### src/hdl/dpo_consts.svh
// constants for the diagnostic pin output configuration block
// Notes on behaviour
// (RULE1) bit 9 makes pin B push-pull when set and open-collector when clear, active low both ways.
// (RULE2) bit 8 makes pin A push-pull when set and open-collector when clear, active low both ways.
// (RULE3) bit 7 asserts pin B while axis 0 sits at microstep table entry zero.
// (RULE4) with the pin B source select clear, bit 6 enables stall indication on pin B.
// (RULE5) with the pin B source select set, bit 6 picks ramp direction (1) or position compare (0).
// (RULE6) software should set the stall velocity threshold before enabling stall on pin B.
// (RULE7) with the pin A source select clear, bit 5 enables stall indication on pin A.
// (RULE8) with the pin A source select set, bit 5 picks ramp step (1) or controller interrupts (0).
// (RULE9) bit 4 asserts pin A while the over-temperature prewarning is present.
// (RULE10) bit 3 asserts pin A on over-temperature or short to ground.
// (RULE11) pin A is driven low for as long as a reset condition lasts, whatever the settings.
// (RULE12) bit 2 reverses the axis 0 direction sense.
// (RULE13) bit 1 enables axis 0 step input filtering and resets to one.
// (RULE14) bit 0 enables axis 0 voltage PWM; off to on only at standstill with hold equal to run.
// (RULE15) several enabled sources on one pin combine as an OR of active-low indications.
`ifndef DPO_CONSTS_SVH
`define DPO_CONSTS_SVH
`define DPO_GLOBAL_CONFIG_ADDR 12'h000
`define DPO_STATUS_ADDR 12'h004
`define DPO_BIT_PWM_EN 0
`define DPO_BIT_STEP_FILT 1
`define DPO_BIT_DIR_INV 2
`define DPO_BIT_FAULT_EN 3
`define DPO_BIT_TEMP_WARN 4
`define DPO_BIT_A_STALL_STEP 5
`define DPO_BIT_B_STALL_DIR 6
`define DPO_BIT_B_INDEX 7
`define DPO_BIT_A_DRIVE 8
`define DPO_BIT_B_DRIVE 9
`define DPO_BIT_A_SRC 29
`define DPO_BIT_B_SRC 30
`define DPO_CFG_MASK 32'h600003FF
`define DPO_CFG_RESET 32'h00000002
`endif

### src/hdl/dpo_pkg.sv
// types for the diagnostic pin output configuration block
package dpo_pkg;
    typedef enum logic [1:0] {
        DPO_OPEN_COLLECTOR = 2'h1,
        DPO_PUSH_PULL = 2'h2
    } dpo_drive_t;
endpackage

### src/hdl/dpo_diag_config.sv
// global configuration register, low bits, and diagnostic pin routing
`timescale 1ns/1ps
`include "dpo_consts.svh"
module dpo_diag_config
(
    input wire logic ref_clk_i,
    input wire logic nrst_i,
    input wire logic psel,
    input wire logic penable,
    input wire logic pwrite,
    input wire logic [11:0] paddr,
    input wire logic [31:0] pwdata,
    output logic [31:0] prdata,
    output logic pready,
    output logic pslverr,
    input wire logic stall_i,
    input wire logic index_pos_i,
    input wire logic pos_compare_i,
    input wire logic ramp_dir_i,
    input wire logic ramp_step_i,
    input wire logic ctrl_irq_i,
    input wire logic temp_warn_i,
    input wire logic overtemperature_i,
    input wire logic short_to_ground_i,
    input wire logic reset_cond_i,
    input wire logic standstill_i,
    input wire logic hold_eq_run_i,
    output logic fault_pin_a_o,
    output logic fault_pin_a_oe_o,
    output logic fault_pin_b_o,
    output logic fault_pin_b_oe_o,
    output logic axis0_direction_invert_o,
    output logic axis0_step_filter_enable_o,
    output logic axis0_voltage_pwm_enable_o,
    output dpo_pkg::dpo_drive_t pin_a_drive_o
);
    import dpo_pkg::*;

    logic [31:0] global_config_r;
    logic [31:0] global_config_nxt;
    logic [11:0] raw_in;
    wire logic [11:0] in_sync;
    logic stall_s;
    logic pos_compare_s;
    logic ramp_dir_s;
    logic ramp_step_s;
    logic index_pos_s;
    logic ctrl_irq_s;
    logic temp_warn_s;
    logic overtemp_s;
    logic short_gnd_s;
    logic reset_cond_s;
    logic standstill_s;
    logic hold_eq_run_s;
    logic pin_b_select_active;
    logic pin_b_index_active;
    logic pin_b_active;
    logic pin_a_select_active;
    logic pin_a_temp_active;
    logic pin_a_fault_active;
    logic pin_a_active;
    logic setup;
    logic access;
    logic addr_ok;
    logic cfg_write;
    logic pwm_switch_ok;
    logic pwm_refused_r;
    logic pwm_refused_nxt;

    // bit order matches the status word, hold_eq_run on top and hidden
    assign raw_in = {hold_eq_run_i, standstill_i, reset_cond_i, short_to_ground_i,
                     overtemperature_i, temp_warn_i, ctrl_irq_i, index_pos_i,
                     ramp_step_i, ramp_dir_i, pos_compare_i, stall_i};

    // two flops per input; only the second stage is read by any logic
    genvar gi;
    generate
        for (gi = 0; gi < 12; gi++)
        begin : g_sync
            logic stage1_r;
            logic stage2_r;
            always_ff @(posedge ref_clk_i or negedge nrst_i)
            begin
                if (!nrst_i)
                begin
                    stage1_r <= 1'b0;
                    stage2_r <= 1'b0;
                end
                else
                begin
                    stage1_r <= raw_in[gi];
                    stage2_r <= stage1_r;
                end
            end
            assign in_sync[gi] = stage2_r;
        end
    endgenerate

    // named views of the synchronised inputs
    assign stall_s = in_sync[0];
    assign pos_compare_s = in_sync[1];
    assign ramp_dir_s = in_sync[2];
    assign ramp_step_s = in_sync[3];
    assign index_pos_s = in_sync[4];
    assign ctrl_irq_s = in_sync[5];
    assign temp_warn_s = in_sync[6];
    assign overtemp_s = in_sync[7];
    assign short_gnd_s = in_sync[8];
    assign reset_cond_s = in_sync[9];
    assign standstill_s = in_sync[10];
    assign hold_eq_run_s = in_sync[11];

    assign setup = psel & ~penable;
    assign access = psel & penable;
    assign addr_ok = (paddr == `DPO_GLOBAL_CONFIG_ADDR) | (paddr == `DPO_STATUS_ADDR);
    assign cfg_write = access & pwrite & (paddr == `DPO_GLOBAL_CONFIG_ADDR);
    // both qualifiers are two cycles old; software must hold them across the write
    assign pwm_switch_ok = standstill_s & hold_eq_run_s;

    always_comb
    begin
        global_config_nxt = global_config_r;
        pwm_refused_nxt = pwm_refused_r;
        if (cfg_write)
        begin
            global_config_nxt = pwdata & `DPO_CFG_MASK;
            pwm_refused_nxt = 1'b0;
            // off to on only at standstill with hold equal to run; else kept off
            if (!global_config_r[`DPO_BIT_PWM_EN] && pwdata[`DPO_BIT_PWM_EN]
                && !pwm_switch_ok) // RULE14
            begin
                global_config_nxt[`DPO_BIT_PWM_EN] = 1'b0;
                pwm_refused_nxt = 1'b1;
            end
        end
    end

    always_ff @(posedge ref_clk_i or negedge nrst_i)
    begin
        if (!nrst_i)
        begin
            global_config_r <= `DPO_CFG_RESET; // RULE13
        end
        else
        begin
            global_config_r <= global_config_nxt;
        end
    end

    always_ff @(posedge ref_clk_i or negedge nrst_i)
    begin
        if (!nrst_i)
        begin
            pwm_refused_r <= 1'b0;
        end
        else
        begin
            pwm_refused_r <= pwm_refused_nxt;
        end
    end

    // zero-wait slave: ready in the access cycle after every setup
    always_ff @(posedge ref_clk_i or negedge nrst_i)
    begin
        if (!nrst_i)
        begin
            pready <= 1'b0;
        end
        else
        begin
            pready <= setup;
        end
    end

    // unmapped addresses answer with an error; the write is dropped
    always_ff @(posedge ref_clk_i or negedge nrst_i)
    begin
        if (!nrst_i)
        begin
            pslverr <= 1'b0;
        end
        else
        begin
            pslverr <= setup & ~addr_ok;
        end
    end

    // read data captured at setup and held until the next read
    always_ff @(posedge ref_clk_i or negedge nrst_i)
    begin
        if (!nrst_i)
        begin
            prdata <= 32'h00000000;
        end
        else if (setup && !pwrite)
        begin
            if (paddr == `DPO_GLOBAL_CONFIG_ADDR)
                prdata <= global_config_r;
            else if (paddr == `DPO_STATUS_ADDR)
                prdata <= {20'h00000, pwm_refused_r, in_sync[10:0]};
            else
                prdata <= 32'h00000000;
        end
    end

    // pin B: source select picks stall, or compare versus direction
    always_comb
    begin
        pin_b_select_active = 1'b0;
        if (!global_config_r[`DPO_BIT_B_SRC])
            pin_b_select_active = global_config_r[`DPO_BIT_B_STALL_DIR] & stall_s; // RULE4
        else if (global_config_r[`DPO_BIT_B_STALL_DIR])
            pin_b_select_active = ramp_dir_s; // RULE5
        else
            pin_b_select_active = pos_compare_s; // RULE5
    end

    assign pin_b_index_active = global_config_r[`DPO_BIT_B_INDEX] & index_pos_s; // RULE3
    assign pin_b_active = pin_b_select_active | pin_b_index_active; // RULE15

    // pin A: source select picks stall, or ramp step versus controller interrupts
    always_comb
    begin
        pin_a_select_active = 1'b0;
        if (!global_config_r[`DPO_BIT_A_SRC])
            pin_a_select_active = global_config_r[`DPO_BIT_A_STALL_STEP] & stall_s; // RULE7
        else if (global_config_r[`DPO_BIT_A_STALL_STEP])
            pin_a_select_active = ramp_step_s; // RULE8
        else
            pin_a_select_active = ctrl_irq_s; // RULE8
    end

    assign pin_a_temp_active = global_config_r[`DPO_BIT_TEMP_WARN] & temp_warn_s; // RULE9
    assign pin_a_fault_active = global_config_r[`DPO_BIT_FAULT_EN]
                                & (overtemp_s | short_gnd_s); // RULE10
    // reset status overrides every pin A setting
    assign pin_a_active = pin_a_select_active | pin_a_temp_active | pin_a_fault_active
                          | reset_cond_s; // RULE11 RULE15

    dpo_pin_driver u_pin_a
    (
        .ref_clk_i(ref_clk_i),
        .nrst_i(nrst_i),
        .active_i(pin_a_active),
        .push_pull_i(global_config_r[`DPO_BIT_A_DRIVE]), // RULE2
        .pin_o(fault_pin_a_o),
        .pin_oe_o(fault_pin_a_oe_o)
    );

    dpo_pin_driver u_pin_b
    (
        .ref_clk_i(ref_clk_i),
        .nrst_i(nrst_i),
        .active_i(pin_b_active),
        .push_pull_i(global_config_r[`DPO_BIT_B_DRIVE]), // RULE1
        .pin_o(fault_pin_b_o),
        .pin_oe_o(fault_pin_b_oe_o)
    );

    always_ff @(posedge ref_clk_i or negedge nrst_i)
    begin
        if (!nrst_i)
        begin
            axis0_direction_invert_o <= 1'b0;
        end
        else
        begin
            axis0_direction_invert_o <= global_config_r[`DPO_BIT_DIR_INV]; // RULE12
        end
    end

    always_ff @(posedge ref_clk_i or negedge nrst_i)
    begin
        if (!nrst_i)
        begin
            axis0_step_filter_enable_o <= 1'b1;
        end
        else
        begin
            axis0_step_filter_enable_o <= global_config_r[`DPO_BIT_STEP_FILT]; // RULE13
        end
    end

    always_ff @(posedge ref_clk_i or negedge nrst_i)
    begin
        if (!nrst_i)
        begin
            axis0_voltage_pwm_enable_o <= 1'b0;
        end
        else
        begin
            axis0_voltage_pwm_enable_o <= global_config_r[`DPO_BIT_PWM_EN]; // RULE14
        end
    end

    always_ff @(posedge ref_clk_i or negedge nrst_i)
    begin
        if (!nrst_i)
        begin
            pin_a_drive_o <= DPO_OPEN_COLLECTOR;
        end
        else
        begin
            pin_a_drive_o <= global_config_r[`DPO_BIT_A_DRIVE] ? DPO_PUSH_PULL
                                                                : DPO_OPEN_COLLECTOR;
        end
    end
endmodule

### src/hdl/dpo_pin_driver.sv
// registered active-low pin driver with open-collector or push-pull drive
`timescale 1ns/1ps
module dpo_pin_driver
(
    input wire logic ref_clk_i,
    input wire logic nrst_i,
    input wire logic active_i,
    input wire logic push_pull_i,
    output logic pin_o,
    output logic pin_oe_o
);
    // pin low when active; open collector releases instead of driving high
    always_ff @(posedge ref_clk_i or negedge nrst_i)
    begin
        if (!nrst_i)
        begin
            pin_o <= 1'b0;
            pin_oe_o <= 1'b1;
        end
        else
        begin
            pin_o <= ~active_i;
            pin_oe_o <= active_i | push_pull_i;
        end
    end
endmodule

### config.mk
export PLATFORM = sky130hd
export DESIGN_NAME = dpo_diag_config
export DESIGN_NICKNAME = d
export VERILOG_FILES = /design/src/hdl/dpo_pkg.sv /design/src/hdl/dpo_diag_config.sv /design/src/hdl/dpo_pin_driver.sv
export VERILOG_INCLUDE_DIRS = /design/src /design/src/hdl
export SDC_FILE = /design/constraint.sdc
export NUM_CORES = 1
export LEC_CHECK = 0
export ABC_AREA = 1
export BUFFER_PORTS_ARGS = -buffer_cell sky130_fd_sc_hd__buf_4
export CAP_MARGIN = 25
export CORE_AREA = 4 4 79 81
export CTS_CLUSTER_SIZE = 16
export DETAILED_ROUTE_END_ITERATION = 10
export DIE_AREA = 0 0 83 85
export HOLD_SLACK_MARGIN = 0.03
export PLACE_DENSITY = 0.8
export SYNTH_ARGS = -nofsm -noshare
export SYNTH_HDL_FRONTEND = slang
export SYNTH_SLANG_ARGS = --single-unit
### constraint.sdc
create_clock -name ref_clk_i -period 1.25 [get_ports ref_clk_i]
set_clock_uncertainty 0.05 [all_clocks]
set_input_delay 0.0625 -clock ref_clk_i [delete_from_list [all_inputs] [get_ports ref_clk_i]]
set_output_delay 0.0625 -clock ref_clk_i [all_outputs]
set_load 0.01 [all_outputs]
==> results.yml, run 1 <==
setup_path:
  reg2regPathDepth: 5
  slowest_stage: "dlygate4sd3_1"
  critPathKind: "in -> reg"
  crit_family: "buffers and inverters"
  cp-end-kind: "flop"
  crit_chain: "dlygate4sd3_1, buf_4, nand2_4, nor2_4, clkinvlp_4, nand2_2, o21ai_1"
  startpoint_type: "input pin"
  cp_slowest_stage_delay_ns: 0.53
  crit_arrival_ns: 1.35
  path_buf_inv: 3
  path_max_fanout: 7
  required_ns: 1.42
  cp_num_cells: 7
finish:
  drive_gt1_frac: 0.3296
  final_cell_count_no_fill: 427
  antennaDiodeCount: 0
  final_nets: 411
  seqCellArea_um2: 1558
  nFillCells: 425
  multiInputGateArea_um2: 754.5
  postLayoutCellArea_um2: 3512
  syn_to_final_growth_pct: 39.17
placed_design:
  placedCellCount: 383
  placed_area_um2: 3032
  gp_congestion: 0.8558
  dp_hpwl_um: 3542
  io_buffers: 65
detailed_routing:
  ant_nets: 0
  dr.pass1.iters: 4
  drt_iter0_markers: 75
  dr_total_vias: 1939
  drc: 0
  wirelength_um: 5140
  avgRoutedWirePerCell_um: 12.04
  vias_per_cell: 4.541
global_route:
  antenna_found_initial: 0
  grt_max_degree: 43
  grt_pass1_vias: 1919
  grt_pass1_wl_um: 8424
  track_usage: 0.1494
  gr-total-overflow: 0
synth:
  synth.distinct_cells: 24
  syn_inst: 247
  synth_enable_flop_cells: 0
  ys_seq_elements: 62
  synth-seq-area-share: 0.6173
  ys.flop_type: "dfrtp_1"
  synth_area_per_cell_um2: 10.22
  yosys_warnings: 0
  netlist_area_um2: 2524
  async_flop_share: 1.000
die:
  ios: 104
  die_area_um2: 7055
  die_w_um: 83
  rows: 27
  start_util: 0.4611
  core_region_area_um2: 5473
  dieHeight_um: 85
cts:
  cts_tree: "done"
  htreeDepth: 3
  cts_made_buffers: 9
  cts-root-buf: "clkbuf_8"
  clock_sinks: 62
  clk_pin_slew_ns: 0.07
  clock_latency_ns: 0.33
  cts_buffer_depth: 2
sta:
  finalSetupViolCount: 0
  min_period_ns: 1.181
  final_max_slew_viol_count: 0
  tns_ns: 0
  rsz0062_at_grt: "false"
  fmax_mhz: 846.7
  final.period_utilization: 0.9448
  hold_viol: 0
power_and_ir_drop:
  power.leakage_nw: 1.812
  vdd_drop_max_v: 0.0007696
  combPwrFrac: 0.083
  power.share.clock: 0.384
  switching_share: 0.2331
  p_per_area_nw_per_um2: 1109
  switchingPower_uw: 907.5
  pwr-share-seq: 0.533
  p_int_mw: 2.986
hold_path:
  hp-class: "in -> reg"
  holdPathStages: 5
status:
  status: "completed"
run:
  drv_cap: 0
tightest hold or removal path: stages:
cell and delay, ns:
buf_4 0.10, nor2_4 0.05, clkinvlp_4 0.12, nand2_1 0.06, nand2_1 0.05
state kept, by name (all words and copies together), names as in the netlist, 2 cells and up:
register / flops
prdata: 14
global_config_r: 12
g_sync.stage1_r: 12
pin_a_drive_o: 2
g_sync.stage2_r: 11
stage by stage:
stage / hold slack [ns] / setup WS (ns) / power [mW] / utilization
floorplan: -0.2831 / 0.3078 / 2.232 / -
global placement: -0.09171 / 0.09918 / 2.351 / 0.5540
detailed placement: -0.08971 / 0.04545 / 2.357 / 0.5540
CTS: 0.09655 / 0.07947 / 3.940 / 0.6353
global route: 0.09682 / 0.009277 / 4.077 / 0.6417
finish: 0.08976 / 0.06899 / 3.893 / 0.6417
cells in the final DEF (no fill, tap or decap), types with 4 or more instances in the layout:
master          n
dfstp_2         5
nand3_1        23
clkbuf_8       10
inv_1          20
nand2_1        68
o21ai_0         4
dlygate4sd3_1  26
o21ai_2        13
clkinvlp_4      5
dfrtp_1        57
buf_4          68
conb_1         18
nor2_1         10
cell type report:
class,count,area share
clock buffer,10,0.03919
clock inverter,6,0.01069
inverter,23,0.02636
multi-input combinational,155,0.2148
sequential,62,0.4435
tap,72,0.02565
timing repair buffer,98,0.2376
timing repair inverter,1,0.002138
path summary, 6_finish.rpt:
check / start / to / slack (ns)
worst max-delay path: psel / prdata[29] / 0.07
worst min-delay path: pwrite / prdata[5] / 0.09
worst max register to register: global_config_r[6] / u_pin_b.pin_oe_o / 0.19
worst min register to register: g_sync[6].stage1_r / g_sync[6].stage2_r / 0.30
max in group asynchronous: nrst_i / global_config_r[1] / 0.49
min in group asynchronous: nrst_i / prdata[3] / 0.11
synth_stat cells (2+ instances only):
cell	number	share of area
nand3_1	23	0.046
clkbuf_8	2	0.011
and3_1	3	0.0074
nor2_1	10	0.015
inv_1	22	0.033
o21ai_2	13	0.045
dfrtp_1	57	0.57
nand2_2	2	0.0050
nand2_1	70	0.10
nor2_2	3	0.0074
buf_4	19	0.057
buf_6	3	0.013
dfstp_2	5	0.052
o21ai_0	5	0.0099
power by group through the flow:
stage	sequential [mW]	combinational, mW	clock (mW)
floorplan	2.11	0.123	0
global placement	2.11	0.241	0
detailed placement	2.11	0.245	0
CTS	2.07	0.313	1.55
global route	2.08	0.354	1.65
finish	2.07	0.322	1.50
layer usage:
metal	up-vias	global-route usage	share of wire
met2	80	0.2478	0.50
met5	-	0	0
li1	942	-	-
met3	18	0.03883	0.058
met4	0	0.1070	0.037
met1	899	0.1674	0.41
cell families after synthesis:
| family | Yosys count | share of synthesized area |
|---|---|---|
| and+or+nand+nor | 118 | 0.2087 |
| DFF | 62 | 0.6173 |
| buffers and inverters | 47 | 0.1150 |
| AOI/OAI and AO/OA | 19 | 0.05751 |
| other | 1 | 0.001486 |
timing repair:
item / CTS / global route
hold endpoints to repair: 85 / 0
endpoints found under the setup margin: 0 / 14
hold buffers: 27 / 0
setup buffers: 0 / 1
gates resized for setup: 0 / 11
No activity file was read; power rests on OpenSTA's default activity.
==> inputs of run 2 (changes only) <==
BUFFER_PORTS_ARGS = default   (was -buffer_cell sky130_fd_sc_hd__buf_4)
CORE_AREA = 4 4 74 76   (was 4 4 79 81)
DIE_AREA = 0 0 78 80   (was 0 0 83 85)
DONT_BUFFER_PORTS = 1   (was default)
GPL_TIMING_DRIVEN = 0   (was default)
PLACE_DENSITY = 0.71   (was 0.8)
==> run 2 against run 1 <==
Effect of this change:
- the run now ends with negative hold slack left
- non-clock buffer count is 42 lower
- die area is 12% lower
- design area is 6.9% lower
- critical path type unchanged
- worst hold slack worse by 0.73 ns
- sequential power hardly changed
- sequential share of layout area is 3.3 points higher
- utilization is 5.1 points higher
- count of clock-buffer cells in the layout is 4 higher
==> results.yml, run 2 (same netlist as run 1, synthesis figures left out) <==
finish:
  final_nets: 369
  regMostFlops: "prdata"
  top_regs: "prdata x14, g_sync.stage1_r x12, global_config_r x12"
  largest_reg_flops: 14
  mostFrequentLayoutCells: "nand2_1 (69), dfrtp_1 (57), dlygate4sd3_1 (32), nand3_1 (23), inv_1 (22)"
  final_common_cell: "nand2_1"
  final_cell_count_no_fill: 380
  syn_to_final_growth_pct: 29.60
  utilization: 0.6925
  drive_gt1_frac: 0.2204
  antennaDiodeCount: 0
sta:
  min_period_ns: 1.209
  finalSetupViolCount: 0
  whs_ns: -0.6371
  rsz0062_at_grt: "false"
  fmax_mhz: 826.9
  final_max_slew_viol_count: 0
  final.period_utilization: 0.9675
  hold_viol: 62
  tns_ns: 0
power_and_ir_drop:
  total_power_mw: 4.430
  power.leakage_nw: 1.635
  vdd_drop_max_v: 0.0008642
  p_per_area_nw_per_um2: 1354
detailed_routing:
  dr_total_vias: 1764
  drt_iter0_markers: 101
  avgRoutedWirePerCell_um: 13.92
  drc: 0
  vias_per_cell: 4.642
  wirelength_um: 5288
  ant_nets: 0
  dr.pass1.iters: 6
setup_path:
  startpoint_type: "input pin"
  cp_slowest_stage_delay_ns: 0.56
  path_max_fanout: 3
  crit_chain: "dlygate4sd3_1, nand2_1, inv_1, dlygate4sd3_1"
  slowest_stage: "dlygate4sd3_1"
  crit_arrival_ns: 1.38
  cp_common_cell: "dlygate4sd3_1"
  required_ns: 1.42
  path_buf_inv: 3
  cp-end-kind: "flop"
  critPathKind: "in -> reg"
  crit_family: "buffers and inverters"
cts:
  clk_pin_slew_ns: 0.07
  hold_buffers: 32
  cts_buffer_depth: 2
  htreeDepth: 3
  cts_tree: "done"
  clock_latency_ns: 0.34
  clock_sinks: 62
  cts-root-buf: "clkbuf_8"
  post-cts-setup-buffers: 0
  cts_made_buffers: 9
placed_design:
  dp_hpwl_um: 3371
  io_buffers: 0
  placedCellCount: 331
  gp_congestion: 0.7769
global_route:
  track_usage: 0.1817
  grt_pass1_vias: 1744
  grt_pass1_wl_um: 8466
  gr-total-overflow: 0
  antenna_found_initial: 0
  grt_max_degree: 63
die:
  ios: 104
  die_area_um2: 6240
  start_util: 0.5343
  dieHeight_um: 80
  core_region_area_um2: 4723
  die_w_um: 78
  rows: 25
run:
  drv_cap: 0
hold_path:
  hp-class: "in -> async"
status:
  status: "finished with violations"
  violations: "negative hold slack"
run 2: path summary, 6_finish.rpt:
check / cells past startpoint / endpoint / slack [ns] / startpoint
max in group asynchronous: 0 / u_pin_b.pin_oe_o / 1.58 / nrst_i
min: 0 / g_sync[11].stage1_r / -0.64 / nrst_i
max: 4 / pready / 0.04 / psel
min reg2reg: 0 / g_sync[6].stage2_r / 0.30 / g_sync[6].stage1_r
min in group ref_clk_i: 5 / prdata[29] / 0.05 / paddr[10]
max reg2reg: 5 / u_pin_b.pin_oe_o / 0.21 / global_config_r[6]
run 2: where the power goes:
part / switching [mW] / internal [mW]
Combinational: 0.0975 / 0.125
Clock: 0.731 / 1.40
Sequential: 0.0248 / 2.06
Total: 0.853 / 3.58
run 2: metal layers:
layer,wire length [um],GRT usage,vias up
li1,-,-,863
met1,2159,0.2086,814
met2,2641,0.2945,77
met3,387,0.07111,10
met4,99,0.09441,0
met5,0,0,-
run 2: layout make-up:
class	count	area, um^2
well taps	67	83.83
clock buffers	14	192.7
repair buffers	32	320.3
clock inverters	2	60.06
multi-input cells	156	765.7
flip-flops and latches	62	1558
fillers	358	1453
plain buffers	24	203.9
inverters	23	86.33
run 2: what timing repair did:
| item | 4_1_cts | 5_1_grt |
|---|---|---|
| hold endpoints to repair | 102 | 62 |
| setup endpoints to repair | 0 | 12 |
| resized for setup | 0 | 5 |
run 2: per-stage QoR:
step / worst slack, ns / hold slack [ns] / cell area (um^2)
final: 0.04064 / -0.6371 / 3271
after global routing: 0.01891 / -0.6631 / 3271
after CTS: 0.05206 / -0.6517 / 3244
after detailed placement: 0.1692 / -0.2818 / 2671
after global placement: 0.2060 / -0.2820 / 2671
after floorplan: 0.3078 / -0.2831 / 2587
